[src/shared/bec_cfg.svh]
`ifndef BEC_CFG_SVH
`define BEC_CFG_SVH
// Register offsets on the serial control bus
`define BEC_OFF_DATA0 8'h4b
`define BEC_OFF_DATA2 8'h4d
`define BEC_OFF_DATA3 8'h4e
`define BEC_OFF_CTL 8'h4f
`define BEC_OFF_STS 8'h50
`define BEC_OFF_ID 8'h51
`define BEC_OFF_TIMA 8'h52
`define BEC_OFF_TIMB 8'h53
// Bridge control fields
`define BEC_CTL_CLK_SRC 4
`define BEC_CTL_CLK_EN 3
`define BEC_CTL_CLEAR 2
`define BEC_CTL_RELOAD 1
`define BEC_CTL_BLOCK 0
// Bridge status fields
`define BEC_STS_PWR 7
`define BEC_STS_RXINT 6
`define BEC_STS_INIT_DONE 4
`define BEC_STS_REMOTE 3
`define BEC_STS_CFG_DONE 2
`define BEC_STS_CFG_CK 1
`define BEC_STS_ID_CK 0
// Reset values
`define BEC_RST_DATA 8'h00
`define BEC_RST_ID 8'ha0
`define BEC_RST_HOLD 3'h1
`define BEC_RST_FILTER 4'he
`define BEC_RST_DELAY 2'h0
// Writable masks; reserved bits drop writes
`define BEC_MASK_CTL 8'h1e
`define BEC_MASK_TIMA 8'h7f
`define BEC_MASK_TIMB 8'h03
// Timing figures and cycle counts at 20 MHz
`define BEC_CLK_NS 50
`define BEC_HOLD_UNIT_NS 40
`define BEC_FILTER_UNIT_NS 5
`define BEC_DELAY_BASE_NS 240
`define BEC_DELAY_STEP_NS 40
// Memory geometry and checksum spans
`define BEC_MEM_WORDS 256
`define BEC_ID_SPAN 256
`define BEC_CFG_SPAN 128
`endif

[src/shared/bec_pkg.sv]
package bec_pkg;
  typedef struct packed {
    logic clk_src;
    logic clk_en;
    logic clear;
    logic reload;
    logic block;
  } bec_ctl_s;
  typedef struct packed {
    logic [2:0] hold;
    logic [3:0] filter;
    logic [1:0] delay;
    logic [6:0] slave;
    logic write_protect;
  } bec_chan_s;
  typedef enum logic [2:0] {
    BEC_IDLE, BEC_CFG, BEC_WIPE, BEC_LOAD, BEC_SUM, BEC_DONE
  } bec_init_e;
endpackage

[src/core/bec_mem.sv]
`timescale 1ns/1ps
module bec_mem
  import bec_pkg::*;
#(
  parameter int DW = 8,
  parameter int AW = 8
)
(
  // Clock
  input wire logic mclk,
  // Write port
  input wire logic we,
  input wire logic [AW-1:0] waddr,
  input wire logic [DW-1:0] wdata,
  // Read port
  input wire logic [AW-1:0] raddr,
  output logic [DW-1:0] rdata
);
  logic [DW-1:0] mem [0:(1<<AW)-1];

  // Contents have no reset; the init engine wipes or loads them
  always_ff @(posedge mclk)
  begin
    if (we)
    begin
      mem[waddr] <= wdata;
    end
    rdata <= mem[raddr];
  end
endmodule

[src/core/bec_sync.sv]
`timescale 1ns/1ps
module bec_sync
  import bec_pkg::*;
#(
  parameter int W = 1
)
(
  // Clock and reset
  input wire logic mclk,
  input wire logic reset_n,
  // Asynchronous in, synchronous out
  input wire logic [W-1:0] async_in,
  output logic [W-1:0] sync_out
);
  logic [W-1:0] meta_q;
  logic [W-1:0] meta_d;
  logic [W-1:0] sync_q;
  logic [W-1:0] sync_d;

  // Only the second stage is read outside
  always_comb
  begin
    meta_d = async_in;
    sync_d = meta_q;
  end

  always_ff @(posedge mclk)
  begin
    if (!reset_n)
    begin
      meta_q <= '0;
      sync_q <= '0;
    end
    else
    begin
      meta_q <= meta_d;
      sync_q <= sync_d;
    end
  end

  assign sync_out = sync_q;
endmodule

[src/core/bec_regs.sv]
`timescale 1ns/1ps
`include "bec_cfg.svh"
module bec_regs
  import bec_pkg::*;
#(
  parameter int MEM_AW = 8
)
(
  // Clock and reset
  input wire logic mclk,
  input wire logic reset_n,
  // Register port from the serial control bus slave
  input wire logic reg_wr,
  input wire logic reg_rd,
  input wire logic [7:0] reg_addr,
  input wire logic [7:0] reg_wdata,
  output logic [7:0] reg_rdata,
  // Indirect bus engine: read start and completion
  input wire logic ind_read_start,
  input wire logic ind_read_done,
  input wire logic [31:0] ind_read_data,
  // Pins, asynchronous
  input wire logic strap_pin_zero,
  input wire logic five_volt_detect_pin,
  input wire logic rx_int_pin,
  // Status from configuration and remote loader
  input wire logic cfg_auto_done,
  input wire logic remote_load_pulse,
  // Byte stream from the identification EEPROM
  input wire logic ee_valid,
  input wire logic [7:0] ee_data,
  input wire logic ee_last,
  output logic ee_ready,
  output logic ee_start,
  // Display data channel side of the memory
  input wire logic chan_rd,
  input wire logic chan_wr,
  input wire logic [MEM_AW-1:0] chan_addr,
  input wire logic [7:0] chan_wdata,
  output logic [7:0] chan_rdata,
  output logic chan_ack_n,
  // Settings driven to the channel and clock logic
  output bec_chan_s chan_cfg,
  output logic consumer_ctl_clock_enable,
  output logic consumer_ctl_clock_source,
  // Derived timing in clock cycles
  output logic [7:0] hold_cycles,
  output logic [7:0] filter_cycles,
  output logic [7:0] delay_cycles
);
  ////////////////////////////////////////////////////////////////////////////
  // Synchronised pins
  logic [2:0] pins_s;
  bec_sync #(.W(3)) u_sync (
    .mclk(mclk),
    .reset_n(reset_n),
    .async_in({strap_pin_zero, five_volt_detect_pin, rx_int_pin}),
    .sync_out(pins_s)
  );

  ////////////////////////////////////////////////////////////////////////////
  // Register state
  logic [7:0] data0_q, data0_d, data2_q, data2_d, data3_q, data3_d;
  bec_ctl_s ctl_q, ctl_d;
  bec_chan_s chn_q, chn_d;
  logic [1:0] strap_wait_q, strap_wait_d;
  logic cfg_done_q, cfg_done_d, init_done_q, init_done_d;
  logic remote_q, remote_d, cfg_ck_q, cfg_ck_d, id_ck_q, id_ck_d;
  bec_init_e st_q, st_d;
  logic [8:0] cnt_q, cnt_d;
  logic [7:0] sum_q, sum_d, cfg_sum_q, cfg_sum_d;
  logic [7:0] rdata_q, rdata_d;

  // Address match for one offset, used by writes and reads
  function automatic logic hit(input logic [7:0] a, input logic [7:0] off);
    hit = (a == off);
  endfunction

  ////////////////////////////////////////////////////////////////////////////
  // Memory and its two users
  logic mem_we;
  logic [MEM_AW-1:0] mem_waddr, mem_raddr;
  logic [7:0] mem_wdata, mem_rdata;
  bec_mem #(.DW(8), .AW(MEM_AW)) u_mem (
    .mclk(mclk),
    .we(mem_we),
    .waddr(mem_waddr),
    .wdata(mem_wdata),
    .raddr(mem_raddr),
    .rdata(mem_rdata)
  );

  logic busy;
  logic chan_ok;
  assign busy = (st_q == BEC_WIPE) || (st_q == BEC_LOAD);
  // Channel is refused while blocked or while init owns the memory
  assign chan_ok = !ctl_q.block && !busy;

  // Memory port arbitration: init engine wins, channel waits
  always_comb
  begin
    mem_we = 1'b0;
    mem_waddr = chan_addr;
    mem_wdata = chan_wdata;
    mem_raddr = chan_addr;
    if (st_q == BEC_WIPE)
    begin
      mem_we = 1'b1;
      mem_waddr = cnt_q[MEM_AW-1:0];
      mem_wdata = 8'h00;
    end
    else if (st_q == BEC_LOAD)
    begin
      mem_we = ee_valid && !cnt_q[8];
      mem_waddr = cnt_q[MEM_AW-1:0];
      mem_wdata = ee_data;
    end
    else if (chan_ok && chan_wr && !chn_q.write_protect)
    begin
      mem_we = 1'b1;
    end
  end

  // Channel answers: data follows chan_addr one cycle later, with or without chan_rd; ack low when taken
  assign chan_rdata = mem_rdata;
  assign chan_ack_n = !(chan_ok && (chan_rd || (chan_wr && !chn_q.write_protect)));

  ////////////////////////////////////////////////////////////////////////////
  // Init engine: wipe, or load and then checksum result
  always_comb
  begin
    st_d = st_q;
    cnt_d = cnt_q;
    sum_d = sum_q;
    cfg_sum_d = cfg_sum_q;
    id_ck_d = id_ck_q;
    cfg_ck_d = cfg_ck_q;
    ee_start = 1'b0;
    ee_ready = 1'b0;
    case (st_q)
      BEC_IDLE:
      begin
        if (ctl_q.reload)
        begin
          cnt_d = '0;
          sum_d = '0;
          cfg_sum_d = '0;
          ee_start = !ctl_q.clear;
          st_d = ctl_q.clear ? BEC_WIPE : BEC_LOAD;
        end
      end
      BEC_WIPE:
      begin
        cnt_d = cnt_q + 9'd1;
        if (cnt_q == 9'(`BEC_MEM_WORDS - 1))
        begin
          st_d = BEC_DONE;
        end
      end
      BEC_LOAD:
      begin
        ee_ready = 1'b1;
        if (ee_valid)
        begin
          cnt_d = cnt_q + 9'd1;
          // Ident sum covers the first span, config sum the last bytes
          if (cnt_q < 9'(`BEC_ID_SPAN))
          begin
            sum_d = sum_q + ee_data;
          end
          cfg_sum_d = cfg_sum_q + ee_data;
          if (ee_last)
          begin
            st_d = BEC_SUM;
          end
        end
      end
      BEC_SUM:
      begin
        id_ck_d = (sum_q == 8'h00);
        cfg_ck_d = (cfg_sum_q == 8'h00);
        st_d = BEC_DONE;
      end
      BEC_DONE:
      begin
        st_d = BEC_IDLE;
      end
      default:
      begin
        st_d = BEC_IDLE;
      end
    endcase
    // Config span restarts so only the last bytes remain in the sum
    if (st_q == BEC_LOAD && ee_valid && cnt_q[6:0] == 7'h7f)
    begin
      cfg_sum_d = 8'h00;
      if (ee_last)
      begin
        cfg_sum_d = cfg_sum_q + ee_data;
      end
    end
  end

  ////////////////////////////////////////////////////////////////////////////
  // Register writes, self-clearing bits and status flags
  always_comb
  begin
    data0_d = data0_q;
    data2_d = data2_q;
    data3_d = data3_q;
    ctl_d = ctl_q;
    chn_d = chn_q;
    // Follow the strap until both sync stages hold the pin, then freeze it
    strap_wait_d = strap_wait_q;
    if (strap_wait_q != 2'h3)
    begin
      strap_wait_d = strap_wait_q + 2'h1;
      ctl_d.block = pins_s[2];
    end
    if (ind_read_done)
    begin
      {data3_d, data2_d, data0_d} = {ind_read_data[31:16], ind_read_data[7:0]};
    end
    if (reg_wr)
    begin
      if (hit(reg_addr, `BEC_OFF_DATA0))
        data0_d = reg_wdata;
      else if (hit(reg_addr, `BEC_OFF_DATA2))
        data2_d = reg_wdata;
      else if (hit(reg_addr, `BEC_OFF_DATA3))
        data3_d = reg_wdata;
      else if (hit(reg_addr, `BEC_OFF_CTL))
      begin
        ctl_d.clk_src = reg_wdata[`BEC_CTL_CLK_SRC];
        ctl_d.clk_en = reg_wdata[`BEC_CTL_CLK_EN];
        // A busy engine keeps its bits; a fresh request arms clear only together with reload
        if (st_q == BEC_IDLE)
        begin
          ctl_d.reload = reg_wdata[`BEC_CTL_RELOAD];
          ctl_d.clear = reg_wdata[`BEC_CTL_CLEAR] && reg_wdata[`BEC_CTL_RELOAD];
        end
      end
      else if (hit(reg_addr, `BEC_OFF_ID))
      begin
        chn_d.slave = reg_wdata[7:1];
        chn_d.write_protect = reg_wdata[0];
      end
      else if (hit(reg_addr, `BEC_OFF_TIMA))
      begin
        chn_d.hold = reg_wdata[6:4];
        chn_d.filter = reg_wdata[3:0];
      end
      else if (hit(reg_addr, `BEC_OFF_TIMB))
        chn_d.delay = reg_wdata[1:0];
    end
    // Completion clears both bits
    if (st_q == BEC_DONE)
    begin
      ctl_d.reload = 1'b0;
      ctl_d.clear = 1'b0;
    end
  end

  // Flags: done only follows config done; remote load is sticky
  always_comb
  begin
    cfg_done_d = cfg_done_q || cfg_auto_done;
    init_done_d = init_done_q || (cfg_done_q && st_q == BEC_DONE);
    if (st_q == BEC_IDLE && ctl_q.reload)
      init_done_d = 1'b0;
    remote_d = remote_q || remote_load_pulse;
  end

  // Read mux; reserved bits read zero
  always_comb
  begin
    rdata_d = rdata_q;
    if (reg_rd)
    begin
      if (hit(reg_addr, `BEC_OFF_DATA0))
        rdata_d = data0_q;
      else if (hit(reg_addr, `BEC_OFF_DATA2))
        rdata_d = data2_q;
      else if (hit(reg_addr, `BEC_OFF_DATA3))
        rdata_d = data3_q;
      else if (hit(reg_addr, `BEC_OFF_CTL))
        rdata_d = {3'h0, ctl_q.clk_src, ctl_q.clk_en, ctl_q.clear, ctl_q.reload,
                   ctl_q.block};
      else if (hit(reg_addr, `BEC_OFF_STS))
        rdata_d = {pins_s[1], pins_s[0], 1'b0, init_done_q, remote_q, cfg_done_q,
                   cfg_ck_q, id_ck_q};
      else if (hit(reg_addr, `BEC_OFF_ID))
        rdata_d = {chn_q.slave, chn_q.write_protect};
      else if (hit(reg_addr, `BEC_OFF_TIMA))
        rdata_d = {1'b0, chn_q.hold, chn_q.filter};
      else if (hit(reg_addr, `BEC_OFF_TIMB))
        rdata_d = {6'h00, chn_q.delay};
      else
        rdata_d = 8'h00;
    end
  end

  ////////////////////////////////////////////////////////////////////////////
  // State registers
  always_ff @(posedge mclk)
  begin
    if (!reset_n)
    begin
      data0_q <= `BEC_RST_DATA;
      data2_q <= `BEC_RST_DATA;
      data3_q <= `BEC_RST_DATA;
      ctl_q <= '0;
      chn_q <= '{hold: `BEC_RST_HOLD, filter: `BEC_RST_FILTER, delay: `BEC_RST_DELAY,
                 slave: 7'(`BEC_RST_ID >> 1), write_protect: 1'b0};
      strap_wait_q <= 2'h0;
      cfg_done_q <= 1'b0;
      init_done_q <= 1'b0;
      remote_q <= 1'b0;
      cfg_ck_q <= 1'b0;
      id_ck_q <= 1'b0;
      st_q <= BEC_IDLE;
      cnt_q <= '0;
      sum_q <= '0;
      cfg_sum_q <= '0;
      rdata_q <= '0;
    end
    else
    begin
      data0_q <= data0_d;
      data2_q <= data2_d;
      data3_q <= data3_d;
      ctl_q <= ctl_d;
      chn_q <= chn_d;
      strap_wait_q <= strap_wait_d;
      cfg_done_q <= cfg_done_d;
      init_done_q <= init_done_d;
      remote_q <= remote_d;
      cfg_ck_q <= cfg_ck_d;
      id_ck_q <= id_ck_d;
      st_q <= st_d;
      cnt_q <= cnt_d;
      sum_q <= sum_d;
      cfg_sum_q <= cfg_sum_d;
      rdata_q <= rdata_d;
    end
  end

  ////////////////////////////////////////////////////////////////////////////
  // Outputs; timing counts are whole clock cycles, rounded up
  assign reg_rdata = rdata_q;
  assign chan_cfg = chn_q;
  assign consumer_ctl_clock_enable = ctl_q.clk_en;
  assign consumer_ctl_clock_source = ctl_q.clk_src;
  assign hold_cycles = 8'((32'(chn_q.hold) * `BEC_HOLD_UNIT_NS + `BEC_CLK_NS - 1)
                       / `BEC_CLK_NS);
  assign filter_cycles = 8'((32'(chn_q.filter) * `BEC_FILTER_UNIT_NS + `BEC_CLK_NS - 1)
                         / `BEC_CLK_NS);
  assign delay_cycles = 8'((`BEC_DELAY_BASE_NS + 32'(chn_q.delay) * `BEC_DELAY_STEP_NS
                        + `BEC_CLK_NS - 1) / `BEC_CLK_NS);
endmodule

[config.mk]
export PLATFORM = sky130hd
export DESIGN_NAME = bec_regs
export DESIGN_NICKNAME = d
export VERILOG_FILES = /design/src/shared/bec_pkg.sv /design/src/core/bec_mem.sv /design/src/core/bec_sync.sv /design/src/core/bec_regs.sv
export VERILOG_INCLUDE_DIRS = /design/src /design/src/shared
export SDC_FILE = /design/constraint.sdc
export NUM_CORES = 2
export LEC_CHECK = 0
export BUFFER_PORTS_ARGS = -buffer_cell sky130_fd_sc_hd__buf_2
export CAP_MARGIN = 15
export CORE_MARGIN = 4
export CORE_UTILIZATION = 55
export CTS_BUF_LIST = sky130_fd_sc_hd__clkbuf_16
export DETAILED_ROUTE_END_ITERATION = 8
export PLACE_DENSITY = 0.71
export SETUP_SLACK_MARGIN = 0.02
export SLEW_MARGIN = 20
export SYNTH_ARGS = -nofsm -noshare
export SYNTH_HDL_FRONTEND = slang
export SYNTH_SLANG_ARGS = --single-unit
[constraint.sdc]
create_clock -name mclk -period 6.5 [get_ports mclk]
set_input_delay 0.65 -clock mclk [delete_from_list [all_inputs] [get_ports mclk]]
set_output_delay 0.65 -clock mclk [all_outputs]
set_load 0.005 [all_outputs]
# After elaboration in Yosys (flattened, before gate mapping)
# Memories as Yosys holds them, arrays and structs flattened. A register that Yosys moved wholly into a read port is not among the register bits.
# Cells that the tools add are included.
# totals
register_bits	95
ramBits	2048
inputBits	87
out_inout_bits	62
wordCells	162
mem_count	1
# op_classes
addsub	11
mul	3
div_mod_pow	3
order_cmp	1
eq_ne	22
mux	49
bitwise_logic	7
n_reduce_logical	39
# memory_table
name	depth	word_bits	read_ports	rd_clocked_by_memory_dff	write_ports	line_no	text
u_mem.mem	256	8	1	1	1	bec_mem.sv:19	logic [DW-1:0] mem [0:(1<<AW)-1];
# ops
operator	n
$mux W8	28
$div A32 B6 Y32 const B	3
$eq A8 B7 Y1 const B	8
$pmux W8 S2	2
$pmux W9 S3	1
$sub A10 B1 Y11 const B	2
$add A9 B6 Y10 const B	2
$mux W9	2
$add A8 B8 Y8	2
$logic_not A8 Y1	2
$mux W3	4
$pmux W3 S4	1
$reduce_and A6 Y1	2
$logic_and A1 B1 Y1	11
$add A8 B8 Y9 const A	1
$add A9 B1 Y9 const B	1
$eq A9 B8 Y1 const B	1
$lt A9 B9 Y1 const B	1
$mux W1	9
$sub A8 B1 Y9 const B	1
$add A7 B6 Y8 const B	1
$ne A2 B2 Y1 const B	4
$reduce_and A4 Y1	2
$reduce_and A8 Y1	1
22 further kinds	43

# Logic depth before layout (Yosys ltp)
# depth
word_depth	11
ltp_mapped	23
ltp_nobuf	20

# Cells and area by module
# Synthesis repeated with hierarchy kept, for this count alone.
# unflattened
cells_unflattened	4563
area_unflattened_um2	86412.9
# modules_own_cells
module	n_inst	cells_per_inst	area_per_inst_um2	seq_area_each_um2
bec_mem	1	3733	79556.3	61659.1
bec_regs	1	818	6698.9	1781.7
bec_sync	1	12	157.7	120.1

# Least setup slack after synthesis
# OpenSTA, ideal clock, no wires.
# synth_timing
path_type	register -> output
start	register chn_q, in the netlist chan_cfg[15]
end	output port hold_cycles[0]
arrival_time_ps	5128
t_required_ps	5850
path_slack_ps	722
path_stages_with_launch	23
path_buffers	3
cell_sequence	dfxtp_1 buf_2 clkbuf_1 inv_1 ha_1 nand2b_1 or3_1 a32oi_2 ha_1 o21a_1 a311oi_4 nand2_4 mux2i_4 o21ai_2 buf_6 mux2i_1 ha_1 o31ai_1 o22ai_1 a22oi_1 o21a_1 o211ai_1 nand3_1
# synth_via
elab_chain_len	4
# synth_lines
item	line_no	text
start: declaration	bec_regs.sv:65	bec_chan_s chn_q, chn_d;
start signal: assignment	bec_regs.sv:313	chn_q <= '{hold: `BEC_RST_HOLD, filter: `BEC_RST_FILTER, delay: `BEC_RST_DELAY,
start signal: assignment	bec_regs.sv:333	chn_q <= chn_d;
$mul A3 B3 Y6 (no line)	n/a	
$add A9 B6 Y10 (no line)	n/a	
$sub A10 B1 Y11	bec_regs.sv:354	assign hold_cycles = 8'((32'(chn_q.hold) * `BEC_HOLD_UNIT_NS + `BEC_CLK_NS - 1)
$div A32 B6 Y32 (no line)	n/a	
end: declaration	bec_regs.sv:47	output logic [7:0] hold_cycles,
# Every way passes these cells.

# Final worst setup path
# layout_timing
start	register chn_q, in the netlist chan_cfg[16]
end	output port hold_cycles[0]
# Same word-level chain as after synthesis.

==> results.ini <==
[logic_synthesis]
ys.warnings.count = 0
ys_dominant_reg_cell = edfxtp_1
synth_edf_count = 2048
netlist.top_cell.by_area = edfxtp_1
avgSynthCellArea_um2 = 21.0
postSynthRegisterBits = 2151
synthCells = 4085
syn-cell-area_um2 = 85800
ys_seq_area_frac = 0.740
asyncSetResetFlopFracSynth = 0
netlist-cell-type-count = 75
yosys-top-cells-area = edfxtp_1 (72%), mux4_2 (18%), dfxtp_1 (2.4%), nor2_1 (1.4%), clkbuf_1 (0.70%)
yosys-top-cells-count = edfxtp_1 (2048), mux4_2 (681), nor2_1 (310), clkbuf_1 (160), nand2_1 (150)
synth_top_cell_area_share = 0.716
post-synth-top-count-cell = edfxtp_1

[clocking]
clock-root-buffer = clkbuf_16
cts-root-to-sink-buffers = 3
h-tree-depth = 4
cts_inserted_buffers = 206
path_clk_slew_ns = 0.06
cts_tree = done
clock_latency_ns = 0.82
cts.sink_count = 2151

[setup_path]
cp.arrival_ns = 5.55
timing.critical_path.slowest_stage_cell = dfxtp_4
critPathCaptureType = primary output
critPathKind = flip-flop to primary output
worst_r2r_path_depth = 6
critical_path.max_stage_delay_ns = 0.38
critical_path_buf_inv_count = 2
r2r-end = u_mem.mem[197][5]$_DFFE_PP_
critical_path.max_fanout = 9
timing.critical_path.required_ns = 5.85
timing.critical_path.max_delay_family = compound AO/OA/AOI/OAI gates
worstPathCellList = ha_4 -> and2_1 -> ha_4 -> nand2b_4 -> or3_1 -> a32oi_2 -> ha_1 -> o21a_4 -> a311oi_4 -> buf_4 -> nand3_1 -> o2bb2ai_2 -> o21ai_4 -> xnor2_1 -> ha_1 -> o31ai_1 -> o22ai_1 -> a22oi_1 -> o21a_1 -> o211ai_1 -> nand3_1 -> buf_2
startpoint_type = flip-flop
critical_path.reg2reg.startpoint = st_q[1]$_SDFFE_PN0P_
timing.reg2reg.setup_slack_ns = 2.17

[cells_and_area]
fraction_of_layout_cells_with_a_size_suffix_above_1 = 0.274
fin_util = 0.618
final_nets = 4396
final_cell_count_no_fill = 6480
fillerInstances = 10400
layout-area-overhead-vs-synth_pct = 11.3
max_ffs_per_register = 2048
top_register = u_mem.mem

[sta]
finClkSkew_ns = 0.0273
max-slew-margin-rel = 0.215
post-route-worst-setup-slack_ns = 0.300
number_of_slew_limit_violations_in_the_final_report = 0
report.final.hold_viol_count = 0
fmax_mhz = 161
final_period_minus_worst_setup_slack_ns = 6.20
setup-violations-final = 0
worstMarginPinSlew_ns = 1.17
fin_crit_sh = 0.954
setup-tns-final_ns = 0

[detailed_routing]
wl_um = 198000
post_drt_wl_per_cell_um = 30.5
first_pass_iters = 6
antenna_violating_nets_post_route = 0
num_vias = 41700
detail_route.drc_violations = 0
initialDrtViolationCount = 5268
routed_via_density = 6.43

[min_path]
min-delay-start = cfg_auto_done
min_delay_worst_type = primary input to flip-flop
worst_hold_path_cell_count = 2
worst_hold_path.endpoint = cfg_done_q$_SDFF_PN0_

[floorplanning]
dieHeight_um = 403
design.portCount = 149
die_area_um2 = 162000
placement_rows = 144
initial_core_utilization = 0.555
die_wd_um = 403
core-area_um2 = 155000

[placement]
detailed_place_hpwl_um = 112000
finalWeightedCongestion = 0.842
buffer_ports.inserted = 127
placement_setup_slack_ns = 0.495
dp_cells = 6082

[grt]
pin_count_of_the_biggest_net_entering_global_routing = 197
grt_pass1_wl_um = 290000
grt.overflow.total = 0
grt.total_usage = 0.246
grt_antenna_before_repair = 9
via_count_of_the_first_global_routing_pass = 41400

[job]
timing.max_cap.violations = 0

[pwr]
vdd_ir_drop_max_uv = 292
power.leakage_nw = 30.3
power-per-cell-area_nw_per_um2 = 294
report.power.total_mw = 28.1

[outcome]
outcome = finished clean

==> final cells by class <==
type,count,area (µm²),share of cell area
flip-flops and latches,2151,63600,0.665
multi-input cells,1675,21400,0.224
clock buffers,207,5180,0.0542
inverters,25,97.6,0.00102
well taps,2044,2560,0.0268
diodes,5,12.5,0.000131
clock inverters,171,1240,0.0130
repair buffers,202,1490,0.0156
==> power by group <==
part	internal (mW)	total (mW)	switching, mW
Sequential	15.2	15.2	0.0280
Combinational	0.576	1.44	0.864
Clock	6.43	11.4	4.98
==> worst register-to-register path, delay by kind of cell, from the launching register on <==
family | cells | cell delay, ns
flip-flops | 1 | 0.52
AO/OA/AOI/OAI | 3 | 1.02
AND/OR/NAND/NOR | 3 | 2.43
==> how the worst max path moves through the flow <==
stage                                         start        endpoint  slack, ns  depth (start not counted)
final                     chan_cfg[16]$_SDFFE_PN0P_  hold_cycles[0]       0.30                         22
after global placement    chan_cfg[14]$_SDFFE_PN1P_  hold_cycles[0]       0.61                         20
after detailed placement  chan_cfg[14]$_SDFFE_PN1P_  hold_cycles[0]       0.50                         20
after floorplan           chan_cfg[15]$_SDFFE_PN0P_  hold_cycles[0]       0.72                         22
after CTS                 chan_cfg[16]$_SDFFE_PN0P_  hold_cycles[0]       0.04                         21
after global routing      chan_cfg[16]$_SDFFE_PN0P_  hold_cycles[0]     -0.004                         21
==> kinds of logic after synthesis <==
family	count (synthesis)	share of synthesized area
xor gates and xnor gates	33	0.00345
adders and majority gates	48	0.00726
AOI/OAI and AO/OA	210	0.0175
and+or+nand+nor	633	0.0326
other	1	0.0000437
buffers and inverters	270	0.0130
muxes	739	0.186
DFF	2151	0.740
==> layer usage <==
| metal | global-route usage | up-vias | wire length [µm] |
|---|---|---|---|
| met5 | 0 | - | 24 |
| met4 | 0.0744 | 4 | 6010 |
| met3 | 0.0432 | 311 | 16300 |
| met2 | 0.391 | 1915 | 97800 |
| met1 | 0.356 | 22100 | 77500 |
| li1 | - | 17300 | - |
==> cells in the final DEF (no fill, tap or decap), types with 7 or more instances in the layout <==
cell,instances
inv_1,72
edfxtp_1,2048
o21ai_0,40
and2_1,19
a21oi_1,28
o22ai_1,8
buf_4,53
o211ai_1,7
ha_1,42
a22oi_1,18
or3_1,9
nand2_1,126
nand3b_1,21
o211a_1,26
a21o_1,8
bufinv_16,17
clkinv_2,33
xor2_1,14
buf_12,18
a21boi_0,11
buf_2,123
nor2b_1,31
mux2i_1,52
o21a_1,8
nand2_4,9
xnor2_1,18
nand3_1,39
dfxtp_1,101
mux4_2,681
nor3_1,13
nand2_2,16
nand2b_1,11
clkbuf_16,207
conb_1,12
nor2_1,310
a31oi_1,10
clkinvlp_4,11
clkinv_1,52
==> repair_timing <==
item,4_1_cts,5_1_grt
endpoints found under the setup margin,1,1
hold buffers,2,0
pin swaps,3,7
gates resized for setup,4,11
hold endpoints to repair,2,0
setup buffers,2,10
==> through the flow <==
stage                     hold slack (ns)  instance area [µm²]
after detailed placement            0.419                88900
after global routing               0.0373                95500
final                              0.0598                95500
after floorplan                     0.412                85900
after global placement              0.421                88900
after CTS                         0.00343                95400
(Power assumes the default switching activity.)
